$ cat config.mk
export PLATFORM = sky130hd
export DESIGN_NAME = cpu_status_register
export DESIGN_NICKNAME = d
export VERILOG_FILES = /design/src/rtl/cpu_status_register.v
export VERILOG_INCLUDE_DIRS = /design/src /design/src/rtl
export SDC_FILE = /design/constraint.sdc
export NUM_CORES = 1
export LEC_CHECK = 0
export BUFFER_PORTS_ARGS = -buffer_cell sky130_fd_sc_hd__buf_2
export CAP_MARGIN = 10
export CORE_MARGIN = 1
export CORE_UTILIZATION = 35
export CTS_BUF_LIST = sky130_fd_sc_hd__clkbuf_4 sky130_fd_sc_hd__clkbuf_8
export DETAILED_ROUTE_END_ITERATION = 8
export PLACE_DENSITY = 0.73
export SLEW_MARGIN = 15
export SYNTH_ARGS = -nofsm -noshare
export SYNTH_HDL_FRONTEND = slang
export SYNTH_SLANG_ARGS = --single-unit
$ cat constraint.sdc
create_clock -name clk -period 0.8 [get_ports clk]
set_input_delay 0.04 -clock clk [delete_from_list [all_inputs] [get_ports clk]]
set_output_delay 0.04 -clock clk [all_outputs]
set_load 0.03 [all_outputs]
$ cat src/rtl/core_status_defs.vh
`ifndef CORE_STATUS_DEFS_VH
`define CORE_STATUS_DEFS_VH
// Register location in the low seven address bits (mirrored in every bank)
`define CS_OFFSET 7'h03
// Field positions
`define CS_IRP_BIT 7
`define CS_RPHI_BIT 6
`define CS_RPLO_BIT 5
`define CS_WDX_BIT 4
`define CS_SLP_BIT 3
`define CS_Z_BIT 2
`define CS_DC_BIT 1
`define CS_C_BIT 0
// Reset value: bank bits 0, reset-cause bits 1, flags 0
`define CS_RESET 8'h18
// Flag-update mask (zero, nibble wrap, carry)
`define CS_FLAG_MASK 8'h07
// Reset-cause mask
`define CS_CAUSE_MASK 8'h18
// Operation classes from the core decoder
`define OP_NONE 3'h0
`define OP_ALU 3'h1
`define OP_SUB 3'h2
`define OP_ROR 3'h3
`define OP_ROL 3'h4
`define OP_CLR 3'h5
`endif

$ cat src/rtl/cpu_status_register.v
`timescale 1ns/1ns
`default_nettype none
`include "core_status_defs.vh"

module cpu_status_register #(
  parameter ADDR_W = 9
) (
  input wire clk,
  input wire sys_rst,
  input wire [6:0] fileAddr,
  input wire writeEn,
  input wire [7:0] writeData,
  input wire [2:0] opClass,
  input wire flagsUpdate,
  input wire zeroIn,
  input wire carryIn,
  input wire nibbleCarryIn,
  input wire [7:0] rotSrc,
  input wire watchdogKick,
  input wire sleepOp,
  input wire watchdogTimeout,
  input wire [6:0] directAddr,
  input wire [7:0] indirectPtr,
  output reg [7:0] statusOut,
  output reg [ADDR_W-1:0] directFullAddr,
  output reg [ADDR_W-1:0] indirectFullAddr
);

  // Stored status and its next value
  reg [7:0] status_q;
  reg [7:0] status_d;

  // Decoded strobes for this cycle
  reg hitStatus;
  reg clearHit;
  reg flagZero;
  reg flagNibble;
  reg flagCarry;

  // Flag sources after operation-specific shaping
  reg carryNew;
  reg nibbleNew;

  // Write value before flag and cause overrides
  reg [7:0] writeMerged;

  // Reset-cause bits after hardware events
  reg expiryNext;
  reg sleepNext;

  // Bank bits feeding the address outputs
  reg [1:0] directBankNext;
  reg indirectBankNext;

  // Destination is status in any bank (low seven bits only)
  function isStatusHit;
    input en;
    input [6:0] addr;
    begin
      isStatusHit = en && (addr == `CS_OFFSET);
    end
  endfunction

  // Operation classes that write the nibble wrap bit
  function updatesNibble;
    input [2:0] op;
    begin
      updatesNibble = (op == `OP_ALU) || (op == `OP_SUB);
    end
  endfunction

  // Operation classes that write the carry bit
  function updatesCarry;
    input [2:0] op;
    begin
      updatesCarry = (op == `OP_ALU) || (op == `OP_SUB) || (op == `OP_ROR) || (op == `OP_ROL);
    end
  endfunction

  // Write data merged with protected bits kept from old value
  function [7:0] mergeKeep;
    input [7:0] data;
    input [7:0] old;
    input [7:0] keep;
    begin
      mergeKeep = (data & ~keep) | (old & keep);
    end
  endfunction

  // Strobe decode; a clear on status wins over flag update
  always @*
  begin
    hitStatus = isStatusHit(writeEn, fileAddr);
    clearHit = hitStatus && (opClass == `OP_CLR);
    flagZero = flagsUpdate && !clearHit;
    flagNibble = flagZero && updatesNibble(opClass);
    flagCarry = flagZero && updatesCarry(opClass);
  end

  // Carry and nibble wrap source per operation class
  always @*
  begin
    carryNew = carryIn;
    nibbleNew = nibbleCarryIn;
    case (opClass)
      `OP_SUB:
      begin
        carryNew = ~carryIn;
        nibbleNew = ~nibbleCarryIn;
      end
      `OP_ROR: carryNew = rotSrc[0];
      `OP_ROL: carryNew = rotSrc[7];
      default:
      begin
        carryNew = carryIn;
        nibbleNew = nibbleCarryIn;
      end
    endcase
  end

  // Data-path write; protected bits keep their old value
  always @*
  begin
    writeMerged = status_q;
    if (clearHit)
    begin
      writeMerged = mergeKeep(8'h00, status_q, `CS_CAUSE_MASK | `CS_FLAG_MASK);
    end
    else if (hitStatus && flagsUpdate)
    begin
      writeMerged = mergeKeep(writeData, status_q, `CS_FLAG_MASK | `CS_CAUSE_MASK);
    end
    else if (hitStatus)
    begin
      writeMerged = mergeKeep(writeData, status_q, `CS_CAUSE_MASK);
    end
  end

  // Hardware-only reset-cause bits; time-out and sleep take priority
  always @*
  begin
    expiryNext = status_q[`CS_WDX_BIT];
    sleepNext = status_q[`CS_SLP_BIT];
    if (watchdogTimeout)
    begin
      expiryNext = 1'b0;
    end
    else if (watchdogKick || sleepOp)
    begin
      expiryNext = 1'b1;
    end
    if (sleepOp)
    begin
      sleepNext = 1'b0;
    end
    else if (watchdogKick)
    begin
      sleepNext = 1'b1;
    end
  end

  // Next status: flag logic overrides the data write
  always @*
  begin
    status_d = writeMerged;
    if (clearHit)
    begin
      status_d[`CS_Z_BIT] = 1'b1;
    end
    else if (flagZero)
    begin
      status_d[`CS_Z_BIT] = zeroIn;
    end
    if (flagNibble)
      status_d[`CS_DC_BIT] = nibbleNew;
    if (flagCarry)
      status_d[`CS_C_BIT] = carryNew;
    status_d[`CS_WDX_BIT] = expiryNext;
    status_d[`CS_SLP_BIT] = sleepNext;
  end

  // Bank bits taken from the next status, so addresses track it
  always @*
  begin
    directBankNext = {status_d[`CS_RPHI_BIT], status_d[`CS_RPLO_BIT]};
    indirectBankNext = status_d[`CS_IRP_BIT];
  end

  // Stored status
  always @(posedge clk or posedge sys_rst)
  begin
    if (sys_rst)
      status_q <= `CS_RESET;
    else
      status_q <= status_d;
  end

  // Registered outputs, same edge as the stored status
  always @(posedge clk or posedge sys_rst)
  begin
    if (sys_rst)
    begin
      statusOut <= `CS_RESET;
      directFullAddr <= {ADDR_W{1'b0}};
      indirectFullAddr <= {ADDR_W{1'b0}};
    end
    else
    begin
      statusOut <= status_d;
      directFullAddr <= {directBankNext, directAddr};
      indirectFullAddr <= {indirectBankNext, indirectPtr};
    end
  end

endmodule // cpu_status_register
`default_nettype wire

After elaboration in Yosys (flattened, before gate mapping)
Index checks and enable logic that the tools add are counted.
{"block": "word_totals", "register_bits": 26, "latchBits": 0, "ramBits": 0, "mem_bits_ro": 0, "input_bits": 51, "output_inout_bits": 26, "wordCells": 51, "memories": 0}
{"block": "op_classes", "addsub": 0, "multipliers": 0, "div_mod_pow": 0, "magnitude_cmp": 0, "n_eq_ne": 8, "shifts": 0, "n_mux": 13, "n_bitwise": 4, "n_reduce_logical": 18}
{"op": "$mux W8", "count": 3}
{"op": "$or A8 B5 Y8", "count": 2}
{"op": "$mux W1", "count": 9}
{"op": "$eq A7 B2 Y1 const B", "count": 1}
{"op": "$eq A3 B2 Y1 const B", "count": 2}
{"op": "$eq A3 B3 Y1 const B", "count": 2}
{"op": "$logic_and A1 B1 Y1", "count": 6}
{"op": "$reduce_bool A3 Y1", "count": 2}
{"op": "$logic_or A1 B1 Y1", "count": 4}
{"op": "$ne A2 B1 Y1 const B", "count": 2}
{"op": "$reduce_and A2 Y1", "count": 2}
{"op": "$reduce_bool A2 Y1", "count": 2}
{"op": "$reduce_bool A4 Y1", "count": 1}
{"op": "$eq A3 B1 Y1 const B", "count": 1}
{"op": "$pmux W1 S3", "count": 1}
{"op": "$not A1 Y1", "count": 2}
{"op": "$logic_not A1 Y1", "count": 1}

Logic depth before layout (Yosys ltp)
{"block": "logic_depth", "depth_word": 8, "ltp_mapped": 5, "mapped_depth_nobuf": 4}

Worst setup path after synthesis
No wires, ideal clock.
{"block": "synth_timing", "path_type": "input to register", "startpoint": "in fileAddr[6]", "endpoint": "reg statusOut[2]", "setup_ns": 0.141, "t_arrival_ns": 1.177, "required_time_ns": 0.659, "setup_slack_ns": -0.518, "stages": 5, "path_buffers": 1, "path_cell_list": "or4b_4 or2_0 buf_2 mux2i_1 o221ai_1"}
{"block": "synth_via", "elab_chain_len": 7, "word_cells_on_any_way": 11, "cone_classes": "eq/ne (1); mux (4); reduce/logical (6)"}
{"item": "start, declared", "line_no": "cpu_status_register.v:10", "rtl": "input wire [6:0] fileAddr,"}
{"item": "$eq A7 B2 Y1 (no line) *"}
{"item": "$logic_and A1 B1 Y1 *", "line_no": "cpu_status_register.v:60", "rtl": "isStatusHit = en && (addr == `CS_OFFSET);"}
{"item": "$logic_and A1 B1 Y1, on equally long branches", "line_no": "cpu_status_register.v:129, cpu_status_register.v:94"}
{"item": "$mux W8 or $logic_not A1 Y1 (tied branches)", "line_no": "cpu_status_register.v:129, cpu_status_register.v:95"}
{"item": "$mux W8 or $logic_and A1 B1 Y1 (tied branches)", "line_no": "cpu_status_register.v:125, cpu_status_register.v:95"}
{"item": "$mux W1", "line_no": "cpu_status_register.v:170", "rtl": "else if (flagZero)"}
{"item": "$mux W1", "line_no": "cpu_status_register.v:166", "rtl": "if (clearHit)"}
{"item": "end signal, assigned", "line_no": "cpu_status_register.v:203", "rtl": "statusOut <= `CS_RESET;"}
{"item": "end signal, assigned", "line_no": "cpu_status_register.v:209", "rtl": "statusOut <= status_d;"}
{"item": "end, declared", "line_no": "cpu_status_register.v:24", "rtl": "output reg [7:0] statusOut,"}
Mark *: on every way between the ends. The rest lies on a longest branch, timed or not. The select of a mux whose other input is x is not followed.
A chain may end at the register's enable or synchronous reset.

Final worst setup path
{"block": "layout_timing", "startpoint": "in fileAddr[2]", "endpoint": "reg statusOut[2]"}
Same word-level chain as after synthesis.

==> metrics <==
Least-Margin Pin Slew=roughly 320 ps; WL/cell=13.4 um; power density cells=roughly 1400 mW/mm2; asr flop ratio synth=1.00; total track usage=0.210; violated checks=negative setup slack; Root Buffer=clkbuf_4; CTS HTree Levels=1; placer congestion estimate=0.751; Die Wd=about 53 um; main combinational cell family by area after synthesis=simple AND/OR/NAND/NOR gates; Area contributors post-synth=dfrtp_1 57%, dfstp_2 5.7%, nand2_1 3.7%; Core Area=between 0.002 and 0.0025 mm2; FF+latch count, synth=23; XOR/XNOR share of the synthesized area=0.00949; synthesized area=923 um2; drt first pass iters=4; detailed placer's ending HPWL=around 1.7 mm; Clock Skews=0 ps; Final Hold Viols=0; max cap viols=0; die height=53.4 um; final worst-path cycle share=1.34; Most used DFF post-synth=dfrtp_1; Initial DRC Count=6; synth unique cells=31; Syn Area/Cell=11.8 um2; Initial Utilization=0.373; standard-cell rows=18; Setup WS post-layout=-269 ps; drt drc=0; largest area contributor in the netlist=dfrtp_1; min Tclk post-route=roughly 1100 ps; sequential-to-total area share from yosys stat=0.626; Final Instance Area=approximately 0.0019 mm2; placed cell areas=~0.0014 mm2; outcome=finished, violations left; vias in the first global route=between 900 and 1,000; fin nets=approximately 240; PortBufs=a little under 70; crit path kind=in -> reg; Sinks on Clock Net=23; ANT nets after route=0; # fillers=roughly 160; DP Worst Slack=-611 ps; compound-gate portion of the synthesized area=0.0976; CP required=990 ps; die area=about 0.0028 mm2; Routed Wire Length=roughly 2.9 mm; Layout Area Growth over Synthesis=104%; antenna diode count=0; Post-synth EDFFs=0; CTS buffer count=3; RSZ-0062 raised after global routing=true; Crit. End Element=flop; P_leak=0.929 nW; pin count of the biggest net entering global routing=17; Final setup viols=33; Synth Area in Simple Gates=0.205; layout cells sized above 1=0.562; Hold Path Class=in -> reg; clk buf depth=2; Max Slew Vio Count=0; mux share of post-synthesis cell area=0.0108; Via density=around 4.7; WP data arrival=1260 ps; CTS tree=done; Post-Synth Adder-Cell Area=0; Synth top area share=0.569; Top Ports=77; cell count after synthesis=slightly below 80; Critical Path Start Type=input pin; Syn Nets=between 100 and 150; maximum vdd drop=slightly below 1 mV; worst skew pair latency=approximately 300 ps; setup_tns=-4140 ps; routed vias=1,011; Relative slew margins=0.783; FMAX=~0.94 GHz; CTS clk-pin slew, worst paths=roughly 120 ps; YS warnings=0; initial antenna violation count=0; grt ovf=0; Crit Path Max Fanout=3; first-pass GRT wire length=4.16 mm; WHS=approximately 26 ps
-- routing by layer --
metal  GRT usage  vias to the layer above  wire [um]
met5           0                        -          0
met4      0.0833                        0         34
met3      0.0316                        4        243
met2       0.406                       57       1580
met1       0.220                      467       1020
li1            -                      483          -
-- power by group --
part	leakage [nW]	internal, mW	switching [mW]
Sequential	0.272	1.25	0.0555
Clock	0.0177	0.186	0.325
Combinational	0.639	0.462	0.399
Total	0.929	1.90	0.779
-- cell usage after synthesis (2+ instances only) --
master,count
dfrtp_1,21
nand2_1,9
nand3_1,4
nor2_1,4
a21oi_1,3
buf_4,3
clkbuf_1,3
buf_2,2
dfstp_2,2
nand3b_1,2
nor2b_1,2
nor3b_1,2
nor4bb_1,2
o21ai_0,2
-- layout make-up --
class,instances,area [um2],share of cell area
sequential,23,578,0.307
clock inverter,1,5.00,0.00266
clock buffer,3,22.5,0.0120
tap,30,37.5,0.0200
timing repair buffer,111,897,0.477
multi-input combinational,46,337,0.179
inverter,1,3.75,0.00200
-- worst paths after layout --
kind | start | to | slack, ps | depth (start not counted)
max | fileAddr[2] | statusOut[2] | -270 | 5
min | writeData[1] | statusOut[1] | 30 | 3
max reg2reg | statusOut[2] | statusOut[2] | -110 | 3
min reg2reg | statusOut[3] | statusOut[3] | 500 | 2
max in group asynchronous | sys_rst | statusOut[3] | 250 | 4
min in group asynchronous | sys_rst | statusOut[0] | 280 | 4
-- repair_timing --
item,CTS,global route
resized for setup,56,7
endpoints found under the hold margin,44,0
buffers inserted,6,0
hold buffers,23,0
pin swaps,3,3
setup endpoints to repair,32,33
-- placed cells by master, fill, tap and decap left out, types with 3 or more instances in the layout --
| cell | n |
|---|---|
| dlygate4sd3_1 | 23 |
| nand2_1 | 6 |
| nand2_2 | 3 |
| a21oi_1 | 3 |
| dfrtp_1 | 21 |
| nor2_1 | 4 |
| buf_2 | 41 |
| buf_6 | 29 |
| buf_4 | 18 |
| nand3_1 | 4 |
| clkbuf_4 | 3 |
-- worst max-delay path, cell delays in order --
cell and delay [ps]:
buf_6 90, or4b_4 580, or2_4 290, mux2i_1 150, o221ai_1 110
-- cell families (layout without fill, tap and decap cells) --
logic type / Yosys count / count (layout)
and+or+nand+nor: 32 / 32
DFF: 23 / 23
AOI/OAI and AO/OA: 12 / 12
buffers and inverters: 9 / 116
xor gates and xnor gates: 1 / 1
muxes: 1 / 1
-- state kept, by name, summed over array words and instances (netlist names) --
| register | count |
|---|---|
| directFullAddr | 8 |
| indirectFullAddr | 8 |
| statusOut | 7 |
-- through the flow --
stage,cells,power [mW],utilization
after floorplan,78,1.64,-
after global placement,182,1.88,0.552
after detailed placement,182,1.89,0.552
after CTS,215,2.66,0.746
after global routing,215,2.80,0.759
final,215,2.68,0.759
Note: power is estimated with default switching activity, not from simulation.
